**src/common/gpld_pkg.sv**
```systemverilog
// constants, offsets and types of the 32-pin port core
// assumes a single AHB-Lite slave decoding the low 12 address bits
package gpld_pkg;

	// ----------------------------------------------------------------
	// register offsets (byte addresses within the port window)
	// ----------------------------------------------------------------
	localparam int unsigned AW = 12;
	localparam logic [11:0] OFF_DRIVE = 12'h504;
	localparam logic [11:0] OFF_DRIVE_SET = 12'h508;
	localparam logic [11:0] OFF_DRIVE_CLR = 12'h50c;
	localparam logic [11:0] OFF_SAMPLED = 12'h510;
	localparam logic [11:0] OFF_ORIENT = 12'h514;
	localparam logic [11:0] OFF_ORIENT_SET = 12'h518;
	localparam logic [11:0] OFF_ORIENT_CLR = 12'h51c;
	localparam logic [11:0] OFF_CFG_BASE = 12'h700;
	localparam logic [11:0] OFF_CFG_LAST = 12'h77c;

	// ----------------------------------------------------------------
	// per_pin_config fields and reset values
	// ----------------------------------------------------------------
	localparam int unsigned CFG_DIR_BIT = 0;
	localparam int unsigned CFG_INPUT_BIT = 1;
	localparam logic [31:0] RST_DRIVE = 32'h0000_0000;
	localparam logic [31:0] RST_ORIENT = 32'h0000_0000;
	localparam logic [31:0] RST_SAMPLED = 32'h0000_0000;
	localparam logic [31:0] RST_DISC = 32'hffff_ffff;
	localparam logic [31:0] RST_RDATA = 32'h0000_0000;

	// ----------------------------------------------------------------
	// bus encodings and phases
	// ----------------------------------------------------------------
	localparam logic [1:0] HTRANS_NONSEQ = 2'h2;
	localparam logic HRESP_OKAY = 1'h0;

	typedef enum logic [2:0] {
		GPLD_PH_IDLE = 3'b001,
		GPLD_PH_WRITE = 3'b010,
		GPLD_PH_READ = 3'b100
	} gpld_phase_t;

endpackage

```
**src/common/gpld_cfg_if.sv**
```systemverilog
// carrier between the port core and its input/config bank
// assumes both ends run on hclk
interface gpld_cfg_if;
	logic we;
	logic [4:0] idx;
	logic wdis;
	logic [31:0] disc;
	logic [31:0] sampled;

	modport core (output we, output idx, output wdis, input disc, input sampled);
	modport bank (input we, input idx, input wdis, output disc, output sampled);
endinterface

```
**src/rtl/gpld_in_bank.sv**
```systemverilog
// input sampling and input-buffer connect bits of the port
// assumes pin_in is asynchronous to hclk
module gpld_in_bank
	import gpld_pkg::*;
(
	input wire logic hclk,
	input wire logic hresetn,
	input wire logic [31:0] pin_in,
	gpld_cfg_if.bank cfg
);

	typedef struct packed {
		logic [31:0] sync1;
		logic [31:0] sync2;
		logic [31:0] sampled;
		logic [31:0] disc;
	} gpld_bank_t;

	gpld_bank_t st_r;
	gpld_bank_t st_nxt;

	always_comb begin
		st_nxt = st_r;
		st_nxt.sync1 = pin_in;
		st_nxt.sync2 = st_r.sync1;
		// disconnected buffer reads low, never the pin
		st_nxt.sampled = st_r.sync2 & ~st_r.disc;
		if (cfg.we) begin
			st_nxt.disc[cfg.idx] = cfg.wdis;
		end
	end

	always_ff @(posedge hclk or negedge hresetn) begin
		if (!hresetn) begin
			st_r.sync1 <= RST_SAMPLED;
			st_r.sync2 <= RST_SAMPLED;
			st_r.sampled <= RST_SAMPLED;
			st_r.disc <= RST_DISC;
		end else begin
			st_r <= st_nxt;
		end
	end

	assign cfg.disc = st_r.disc;
	assign cfg.sampled = st_r.sampled;
endmodule // gpld_in_bank

```
**src/rtl/gpld_port.sv**
```systemverilog
// 32-pin general purpose port core with AHB-Lite register slave
// assumes hready is this slave's own hreadyout; only word transfers used
// pin_out/pin_oe feed the pad; pin_in comes raw from the pad

module gpld_port
	import gpld_pkg::*;
(
	input wire logic hclk,
	input wire logic hresetn,
	input wire logic hsel,
	input wire logic [31:0] haddr,
	input wire logic [1:0] htrans,
	input wire logic hwrite,
	input wire logic [2:0] hsize,
	input wire logic [31:0] hwdata,
	input wire logic hready,
	output logic hreadyout,
	output logic [31:0] hrdata,
	output logic hresp,
	input wire logic [31:0] pin_in,
	output logic [31:0] pin_out,
	output logic [31:0] pin_oe
);

	// ----------------------------------------------------------------
	// state
	// ----------------------------------------------------------------
	typedef struct packed {
		gpld_phase_t ph;
		logic [11:0] addr;
		logic hready;
		logic hresp;
		logic [31:0] rdata;
		logic [31:0] drive;
		logic [31:0] orient;
	} gpld_core_t;

	gpld_core_t st_r;
	gpld_core_t st_nxt;
	gpld_cfg_if cfg ();
	logic accept;

	// ----------------------------------------------------------------
	// decode helpers
	// ----------------------------------------------------------------
	function automatic logic is_cfg(input logic [11:0] a);
		is_cfg = (a >= OFF_CFG_BASE) && (a <= OFF_CFG_LAST) && (a[1:0] == 2'h0);
	endfunction

	function automatic logic [31:0] read_word(
		input logic [11:0] a,
		input logic [31:0] drive,
		input logic [31:0] orient,
		input logic [31:0] disc,
		input logic [31:0] sampled
	);
		logic [4:0] i;
		i = a[6:2];
		read_word = RST_RDATA;
		unique case (a)
			OFF_DRIVE, OFF_DRIVE_SET, OFF_DRIVE_CLR: read_word = drive;
			OFF_SAMPLED: read_word = sampled;
			OFF_ORIENT, OFF_ORIENT_SET, OFF_ORIENT_CLR: read_word = orient;
			default: begin
				if (is_cfg(a)) begin
					// direction bit read straight from the orientation word
					read_word[CFG_DIR_BIT] = orient[i];
					read_word[CFG_INPUT_BIT] = disc[i];
				end
			end
		endcase
	endfunction

	// ----------------------------------------------------------------
	// bus slave and register update
	// ----------------------------------------------------------------
	assign accept = hsel && (htrans == HTRANS_NONSEQ) && hready;

	always_comb begin
		st_nxt = st_r;
		st_nxt.hresp = HRESP_OKAY;
		cfg.we = 1'b0;
		cfg.idx = st_r.addr[6:2];
		cfg.wdis = hwdata[CFG_INPUT_BIT];
		unique case (st_r.ph)
			GPLD_PH_WRITE: begin
				st_nxt.ph = GPLD_PH_IDLE;
				unique case (st_r.addr)
					OFF_DRIVE: st_nxt.drive = hwdata;
					OFF_DRIVE_SET: st_nxt.drive = st_r.drive | hwdata;
					OFF_DRIVE_CLR: st_nxt.drive = st_r.drive & ~hwdata;
					OFF_ORIENT: st_nxt.orient = hwdata;
					OFF_ORIENT_SET: st_nxt.orient = st_r.orient | hwdata;
					OFF_ORIENT_CLR: st_nxt.orient = st_r.orient & ~hwdata;
					default: begin
						// sampled level and unmapped words ignore writes
						if (is_cfg(st_r.addr)) begin
							st_nxt.orient[st_r.addr[6:2]] = hwdata[CFG_DIR_BIT];
							cfg.we = 1'b1;
						end
					end
				endcase
			end
			GPLD_PH_READ: begin
				// one wait state so a read right after a write sees it
				st_nxt.ph = GPLD_PH_IDLE;
				st_nxt.hready = 1'b1;
				st_nxt.rdata = read_word(st_r.addr, st_r.drive, st_r.orient,
					cfg.disc, cfg.sampled);
			end
			GPLD_PH_IDLE: begin
				st_nxt.ph = GPLD_PH_IDLE;
			end
		endcase
		if (accept) begin
			// upper address bits ignored: window repeats every 4 KiB
			st_nxt.addr = haddr[11:0];
			st_nxt.ph = hwrite ? GPLD_PH_WRITE : GPLD_PH_READ;
			st_nxt.hready = hwrite;
		end
	end

	always_ff @(posedge hclk or negedge hresetn) begin
		if (!hresetn) begin
			st_r.ph <= GPLD_PH_IDLE;
			st_r.addr <= 12'h000;
			st_r.hready <= 1'b1;
			st_r.hresp <= HRESP_OKAY;
			st_r.rdata <= RST_RDATA;
			st_r.drive <= RST_DRIVE;
			st_r.orient <= RST_ORIENT;
		end else begin
			st_r <= st_nxt;
		end
	end

	// ----------------------------------------------------------------
	// input bank
	// ----------------------------------------------------------------
	gpld_in_bank u_bank (
		.hclk(hclk),
		.hresetn(hresetn),
		.pin_in(pin_in),
		.cfg(cfg.bank)
	);

	// ----------------------------------------------------------------
	// outputs
	// ----------------------------------------------------------------
	assign hreadyout = st_r.hready;
	assign hrdata = st_r.rdata;
	assign hresp = st_r.hresp;
	assign pin_out = st_r.drive;
	assign pin_oe = st_r.orient;
endmodule // gpld_port

```
**config.mk**
```make
export PLATFORM = sky130hd
export DESIGN_NAME = gpld_port
export DESIGN_NICKNAME = d
export VERILOG_FILES = /design/src/common/gpld_pkg.sv /design/src/common/gpld_cfg_if.sv /design/src/rtl/gpld_in_bank.sv /design/src/rtl/gpld_port.sv
export SDC_FILE = /design/constraint.sdc
export NUM_CORES = 1
export LEC_CHECK = 0
export BUFFER_PORTS_ARGS = -buffer_cell sky130_fd_sc_hd__buf_4
export CAP_MARGIN = 20
export CELL_PAD_IN_SITES_DETAIL_PLACEMENT = 0
export CELL_PAD_IN_SITES_GLOBAL_PLACEMENT = 2
export CORE_AREA = 4 4 134 233
export CTS_CLUSTER_SIZE = 8
export DETAILED_ROUTE_END_ITERATION = 12
export DIE_AREA = 0 0 138 237
export PLACE_DENSITY = 0.93
export SLEW_MARGIN = 10
export SYNTH_ARGS = -nofsm -noshare
export SYNTH_HDL_FRONTEND = slang
export SYNTH_SLANG_ARGS = --single-unit
```
**constraint.sdc**
```tcl
create_clock -name hclk -period 5 [get_ports hclk]
set_input_delay 0.75 -clock hclk [delete_from_list [all_inputs] [get_ports hclk]]
set_output_delay 0.75 -clock hclk [all_outputs]
set_load 0.01 [all_outputs]
```
==> results.py, run 1 <==
metrics = {
    "status": {
        "status": "complete, no violations",
    },
    "route": {
        "ant_nets": 0,
        "wl_per_cell_microns": 21.3,
        "drt_wl_total_mm": 32.3,
        "routed-via-count": 8057,
        "first_pass_iters": 7,
        "drc": 0,
        "viasPerCell": 5.31,
        "drtIter0Drc": 600,
    },
    "placed_design": {
        "pre_cts_slack_ns": 1.66,
        "hpwl_mm": 22.5,
        "io_buffers": 179,
        "finalWeightedCongestion": 0.895,
    },
    "timing": {
        "fin_ws_ns": 1.62,
        "finalSetupViolations": 0,
        "fin_crit_sh_pct": 67.6,
        "drv_slew": 0,
        "post-route-min-period_ns": 3.38,
        "tightest_slew_ns": 1.14,
        "finalSetupTns_ns": 0,
        "slew_headroom_pct": 23.7,
        "fmax_mhz": 296,
        "finalHoldViolCount": 0,
        "rsz0062_at_grt": "no",
        "fin_skew_ns": 0.0166,
    },
    "clock_network": {
        "post_cts_buffers": 0,
        "ctsHoldBuffers": 0,
        "cts_buffers": 35,
        "cts_max_path_buffers": 3,
        "worst_skew_pair.late_latency_ns": 0.52,
        "cts_tree": "done",
        "cts_sinks": 240,
        "ctsRootBufferMaster": "clkbuf_16",
        "ctsResizeCount": 0,
        "h-tree-depth": 2,
        "path_clk_slew_ns": 0.05,
    },
    "setup_path": {
        "cp-start-kind": "register",
        "critPathRequiredTime_ns": 5.39,
        "cp.arrival_ns": 3.77,
        "critPathCaptureType": "register",
        "cp_top_family": "simple AND/OR/NAND/NOR gates",
        "slowest_stage": "dfrtp_1",
        "crit_chain": "nor3b_2 -> nand3_1 -> nor2_4 -> buf_12 -> a31oi_1 -> mux2_4",
        "max_stage_delay_ns": 0.94,
        "path_class": "reg -> reg",
        "worstPathMaxFanout": 34,
        "rrSetupSlack_ns": 1.62,
        "cp_num_buf_inv": 1,
    },
    "synthesis": {
        "synth_nets": 1150,
        "yosys_warnings": 0,
        "synth.distinct_cells": 58,
        "synth_ff_type": "dfrtp_1",
        "synth_top_area_share_pct": 45.7,
        "synthCells": 1044,
        "async_flop_share_pct": 100,
        "yosys.area.top_type": "dfrtp_1",
        "synthTopCellsByArea": "dfrtp_1 (46%), dfstp_2 (7.9%), buf_4 (6.5%)",
        "ys_ff_latch": 240,
        "synth_edf_count": 0,
        "synth-seq-area-share_pct": 53.6,
        "netlist_area_sq_mm": 0.0113,
        "syn_avg_cell_area_sq_um": 10.8,
    },
    "power": {
        "p_int_uw": 3520,
        "clkPwrFrac_pct": 45.0,
        "p_seq_share_pct": 44.9,
        "leakage_uw": 0.00581,
        "peakVddDrop_mv": 0.292,
        "pwr-share-comb_pct": 10.1,
        "switching_share_pct": 25.7,
        "p_switching_uw": 1220,
        "p_per_area_mw_per_mm2": 356,
    },
    "die": {
        "rows": 83,
        "initial_core_util_pct": 38.5,
        "die_area_sq_mm": 0.0327,
        "die_w_microns": 138,
        "ioPinCount": 204,
        "die_y_microns": 237,
        "core_sq_mm": 0.0293,
    },
    "global_routing": {
        "grt_max_degree": 105,
        "grt_pass1_vias": 8476,
        "grt_pass1_wl_mm": 50.6,
        "antenna_found_initial": 0,
        "grt_overflow_total": 0,
        "grt_usage_pct": 19.6,
    },
    "cells_and_area": {
        "final_nets": 1219,
        "fill_cells": 2772,
        "final_common_cell": "dfrtp_1",
        "area_delta_synth_final_pct": 17.8,
        "regArea_sq_mm": 0.00605,
        "multiInputGateArea_sq_mm": 0.00429,
        "antenna_cells": 0,
        "mostFrequentLayoutCells": "dfrtp_1 (206), buf_4 (191), nand2_1 (138)",
        "drive_above_1_share_pct": 33.2,
    },
    "flow_run": {
        "drv_cap": 0,
    },
    "worst_hold_path": {
        "hold_path_class": "in -> async",
    },
}
==> cell usage after synthesis (6+ instances only) <==
cell type / count
mux2i_1: 8
o21ai_1: 12
o21ai_2: 16
nand3b_1: 29
mux2_1: 11
nor2_1: 108
mux2_2: 51
a21oi_1: 13
buf_2: 12
mux2_4: 16
nand3_1: 6
a31oi_1: 28
clkbuf_1: 45
dfrtp_1: 206
a222oi_1: 30
dfstp_2: 34
nor2b_1: 34
nand2_1: 138
buf_4: 97
mux4_2: 10
o22ai_1: 6
o21ai_0: 62
==> routing by layer <==
layer / track usage (%) / part of all wire [%] / vias up
met1: 22.7 / 38 / 4000
li1: - / - / 3686
met4: 10.3 / 5.4 / 0
met5: 0 / 0 / -
met3: 3.44 / 5.1 / 89
met2: 34.6 / 52 / 282
==> layout make-up <==
type | count | area share [%]
inverter | 3 | 0.0846
clock buffer | 56 | 7.18
tap | 382 | 3.59
multi-input combinational | 639 | 32.2
timing repair buffer | 194 | 11.2
sequential | 240 | 45.5
clock inverter | 2 | 0.245
==> state kept, by name (all words and copies together) (netlist names) <==
signal              cells
hreadyout               1
u_bank.st_r            32
u_bank.cfg.disc        32
hrdata                 32
cfg.idx                 5
u_bank.cfg.sampled     32
u_bank.st_nxt          32
pin_out                32
pin_oe                 32
st_r                   10
==> per-stage QoR <==
stage / total power (uW) / cell area (sq um) / utilization (%) / hold WS (ns) / cells
finish: 4730 / 13300 / 45.4 / 0.273 / 1516
global route: 4930 / 13300 / 45.4 / 0.319 / 1516
CTS: 4790 / 13300 / 45.4 / 0.314 / 1516
detailed placement: 2630 / 12300 / 42.1 / 0.335 / 1458
global placement: 2630 / 12300 / 42.1 / 0.332 / 1458
floorplan: 2390 / 11300 / - / 0.331 / 1044
==> worst reg2reg max path, stage by stage (launching register included) <==
cell     delay, ns
dfrtp_1       0.94
nor3b_2       0.53
nand3_1       0.41
nor2_4        0.67
buf_12        0.29
a31oi_1       0.14
mux2_4        0.27
==> logic make-up (layout without fill, tap and decap cells) <==
logic type,after synthesis,count (layout),synth area share [%]
compound gates,186,186,11.1
buf+inv,165,255,9.04
flops,240,240,53.6
mux,96,96,11.0
other cells,1,1,0.0332
simple gates,356,356,15.2
==> power by group through the flow <==
| stage | combinational, uW | sequential, uW | clock [uW] |
|---|---|---|---|
| 2_1_floorplan | 311 | 2080 | 0 |
| 3_3_place_gp | 477 | 2150 | 0 |
| 3_5_place_dp | 482 | 2150 | 0 |
| 4_1_cts | 483 | 2120 | 2180 |
| 5_1_grt | 518 | 2130 | 2280 |
| 6_report | 480 | 2120 | 2130 |
==> worst paths after layout <==
kind	cells past startpoint	start	to
worst max-delay path	6	cfg.idx[2]	pin_oe[27]
worst min-delay path	1	hresetn	u_bank.st_nxt[68]
min in group hclk	1	pin_in[26]	u_bank.st_nxt[90]
worst max register to register	6	cfg.idx[2]	pin_oe[27]
max in group asynchronous	2	hresetn	hrdata[26]
worst min register to register	0	u_bank.st_nxt[93]	u_bank.st_r[93]
Power figures use the tool's default switching activity.
==> inputs of run 2 (changes only) <==
--- a/config.mk
+++ b/config.mk
@@ -9,11 +9,11 @@
 export CAP_MARGIN = 20
 export CELL_PAD_IN_SITES_DETAIL_PLACEMENT = 0
 export CELL_PAD_IN_SITES_GLOBAL_PLACEMENT = 2
-export CORE_AREA = 4 4 134 233
+export CORE_AREA = 4 4 147 256
 export CTS_CLUSTER_SIZE = 8
 export DETAILED_ROUTE_END_ITERATION = 12
-export DIE_AREA = 0 0 138 237
-export PLACE_DENSITY = 0.93
+export DIE_AREA = 0 0 151 260
+export PLACE_DENSITY = 0.83
 export SLEW_MARGIN = 10
 export SYNTH_ARGS = -nofsm -noshare
 export SYNTH_HDL_FRONTEND = slang
==> constraint.sdc (replaced) <==
create_clock -name hclk -period 3.11 [get_ports hclk]
set_input_delay 0.4665 -clock hclk [delete_from_list [all_inputs] [get_ports hclk]]
set_output_delay 0.4665 -clock hclk [all_outputs]
set_load 0.01 [all_outputs]
==> run 2 against run 1 <==
Effect of this change:
- clock skew grew 0.0012 ns
- power grew 62%
- non-clock buffer count is 30 higher
- flip-flop and latch count stayed put
- critical path depth unchanged
- critical endpoint is now pin_oe[28]
- largest power group unchanged
==> results.py, run 2 (synthesis results as in run 1) <==
metrics = {
    "status": {
        "status": "complete, no violations",
    },
    "route": {
        "drt_wl_total_mm": 34.6,
        "viasPerCell": 4.96,
        "drtIter0Drc": 629,
        "drc": 0,
        "first_pass_iters": 6,
        "ant_nets": 0,
        "wl_per_cell_microns": 21.2,
        "routed-via-count": 8108,
    },
    "clock_network": {
        "path_clk_slew_ns": 0.05,
        "h-tree-depth": 2,
        "ctsResizeCount": 0,
        "cts_sinks": 240,
        "cts_tree": "done",
        "ctsHoldBuffers": 1,
        "post_cts_buffers": 0,
        "worst_skew_pair.late_latency_ns": 0.51,
        "cts_max_path_buffers": 3,
        "cts_buffers": 35,
        "ctsRootBufferMaster": "clkbuf_16",
    },
    "cells_and_area": {
        "mostFrequentLayoutCells": "buf_4 (219), dfrtp_1 (206), nand2_1 (138)",
        "drive_above_1_share_pct": 34.9,
        "final_common_cell": "buf_4",
        "stdcell_count": 1634,
        "area_delta_synth_final_pct": 20.8,
        "post-route-util_pct": 38.2,
        "multiInputGateArea_sq_mm": 0.00427,
        "regArea_sq_mm": 0.00605,
        "final_nets": 1249,
        "fill_cells": 3587,
    },
    "global_routing": {
        "grt_pass1_vias": 8362,
        "grt_usage_pct": 17.5,
        "grt_pass1_wl_mm": 51.7,
        "grt_max_degree": 68,
        "antenna_found_initial": 1,
        "grt_overflow_total": 0,
    },
    "setup_path": {
        "critPathCaptureType": "register",
        "cp-start-kind": "register",
        "worstPathMaxFanout": 15,
        "path_class": "reg -> reg",
        "cp.arrival_ns": 3.03,
        "critPathRequiredTime_ns": 3.50,
    },
    "placed_design": {
        "io_buffers": 179,
        "hpwl_mm": 25.3,
        "finalWeightedCongestion": 0.890,
        "place_inst": 1575,
    },
    "timing": {
        "drv_slew": 0,
        "finalSetupTns_ns": 0,
        "tightest_slew_ns": 0.747,
        "post-route-min-period_ns": 2.64,
        "slew_headroom_pct": 49.8,
        "fmax_mhz": 379,
        "fin_skew_ns": 0.0178,
        "rsz0062_at_grt": "no",
        "finalHoldViolCount": 0,
        "finalSetupViolations": 0,
        "fin_crit_sh_pct": 84.8,
    },
    "flow_run": {
        "drv_cap": 0,
    },
    "die": {
        "ioPinCount": 204,
        "die_w_microns": 151,
        "initial_core_util_pct": 31.6,
        "core_sq_mm": 0.0357,
        "die_area_sq_mm": 0.0393,
        "die_y_microns": 260,
        "rows": 92,
    },
    "power": {
        "p_per_area_mw_per_mm2": 563,
        "peakVddDrop_mv": 0.280,
        "leakage_uw": 0.00596,
        "finalPower_uw": 7680,
    },
    "worst_hold_path": {
        "hold_path_class": "in -> reg",
    },
}
==> run 2: metrics by stage <==
step,worst slack [ns],cell area (sq um),hold slack [ns]
6_report,0.473,13600,0.0576
5_1_grt,0.370,13600,0.0331
4_1_cts,0.465,13600,0.0330
3_5_place_dp,0.472,12600,0.335
3_3_place_gp,0.526,12600,0.332
2_1_floorplan,0.788,11300,0.171
==> run 2: report_power, final <==
group          switching, uW  internal, uW  leakage, uW  total [uW]
registers                123          3250      0.00292        3370
clock network           1360          2090     0.000469        3440
logic                    515           355      0.00258         870
==> run 2: final timing paths <==
path | from | to | slack, ns | depth (start not counted)
worst max-delay path | st_r[112] | pin_oe[28] | 0.47 | 6
worst min-delay path | pin_in[20] | u_bank.st_nxt[84] | 0.06 | 1
worst max register to register | st_r[112] | pin_oe[28] | 0.47 | 6
worst min register to register | u_bank.st_nxt[78] | u_bank.st_r[78] | 0.34 | 0
max in group asynchronous | hresetn | u_bank.st_r[89] | 1.78 | 3
min in group asynchronous | hresetn | hrdata[27] | 0.50 | 2
==> run 2: worst max-delay path, cell delays in order (launching register included) <==
cell and delay (ns):
dfrtp_1 0.39, or3b_1 0.49, or4_4 0.59, nor2_4 0.41, buf_4 0.26, o21ai_2 0.08, mux2_4 0.30
==> run 2: area by class of cell <==
class / count / share of cell area [%]
Timing Repair Buffer: 224 / 12.7
Sequential cell: 240 / 44.4
Multi-Input combinational cell: 639 / 31.3
Clock buffer: 55 / 6.97
Inverter: 3 / 0.0826
Clock inverter: 2 / 0.239
Antenna cell: 1 / 0.0184
Tap cell: 470 / 4.31
==> run 2: metal layers <==
layer	up-vias	global-route usage [%]	part of all wire (%)
met2	284	31.3	54
met3	74	2.79	5.2
met5	-	0	0
li1	3746	-	-
met1	4004	20.3	37
met4	0	7.92	4.2
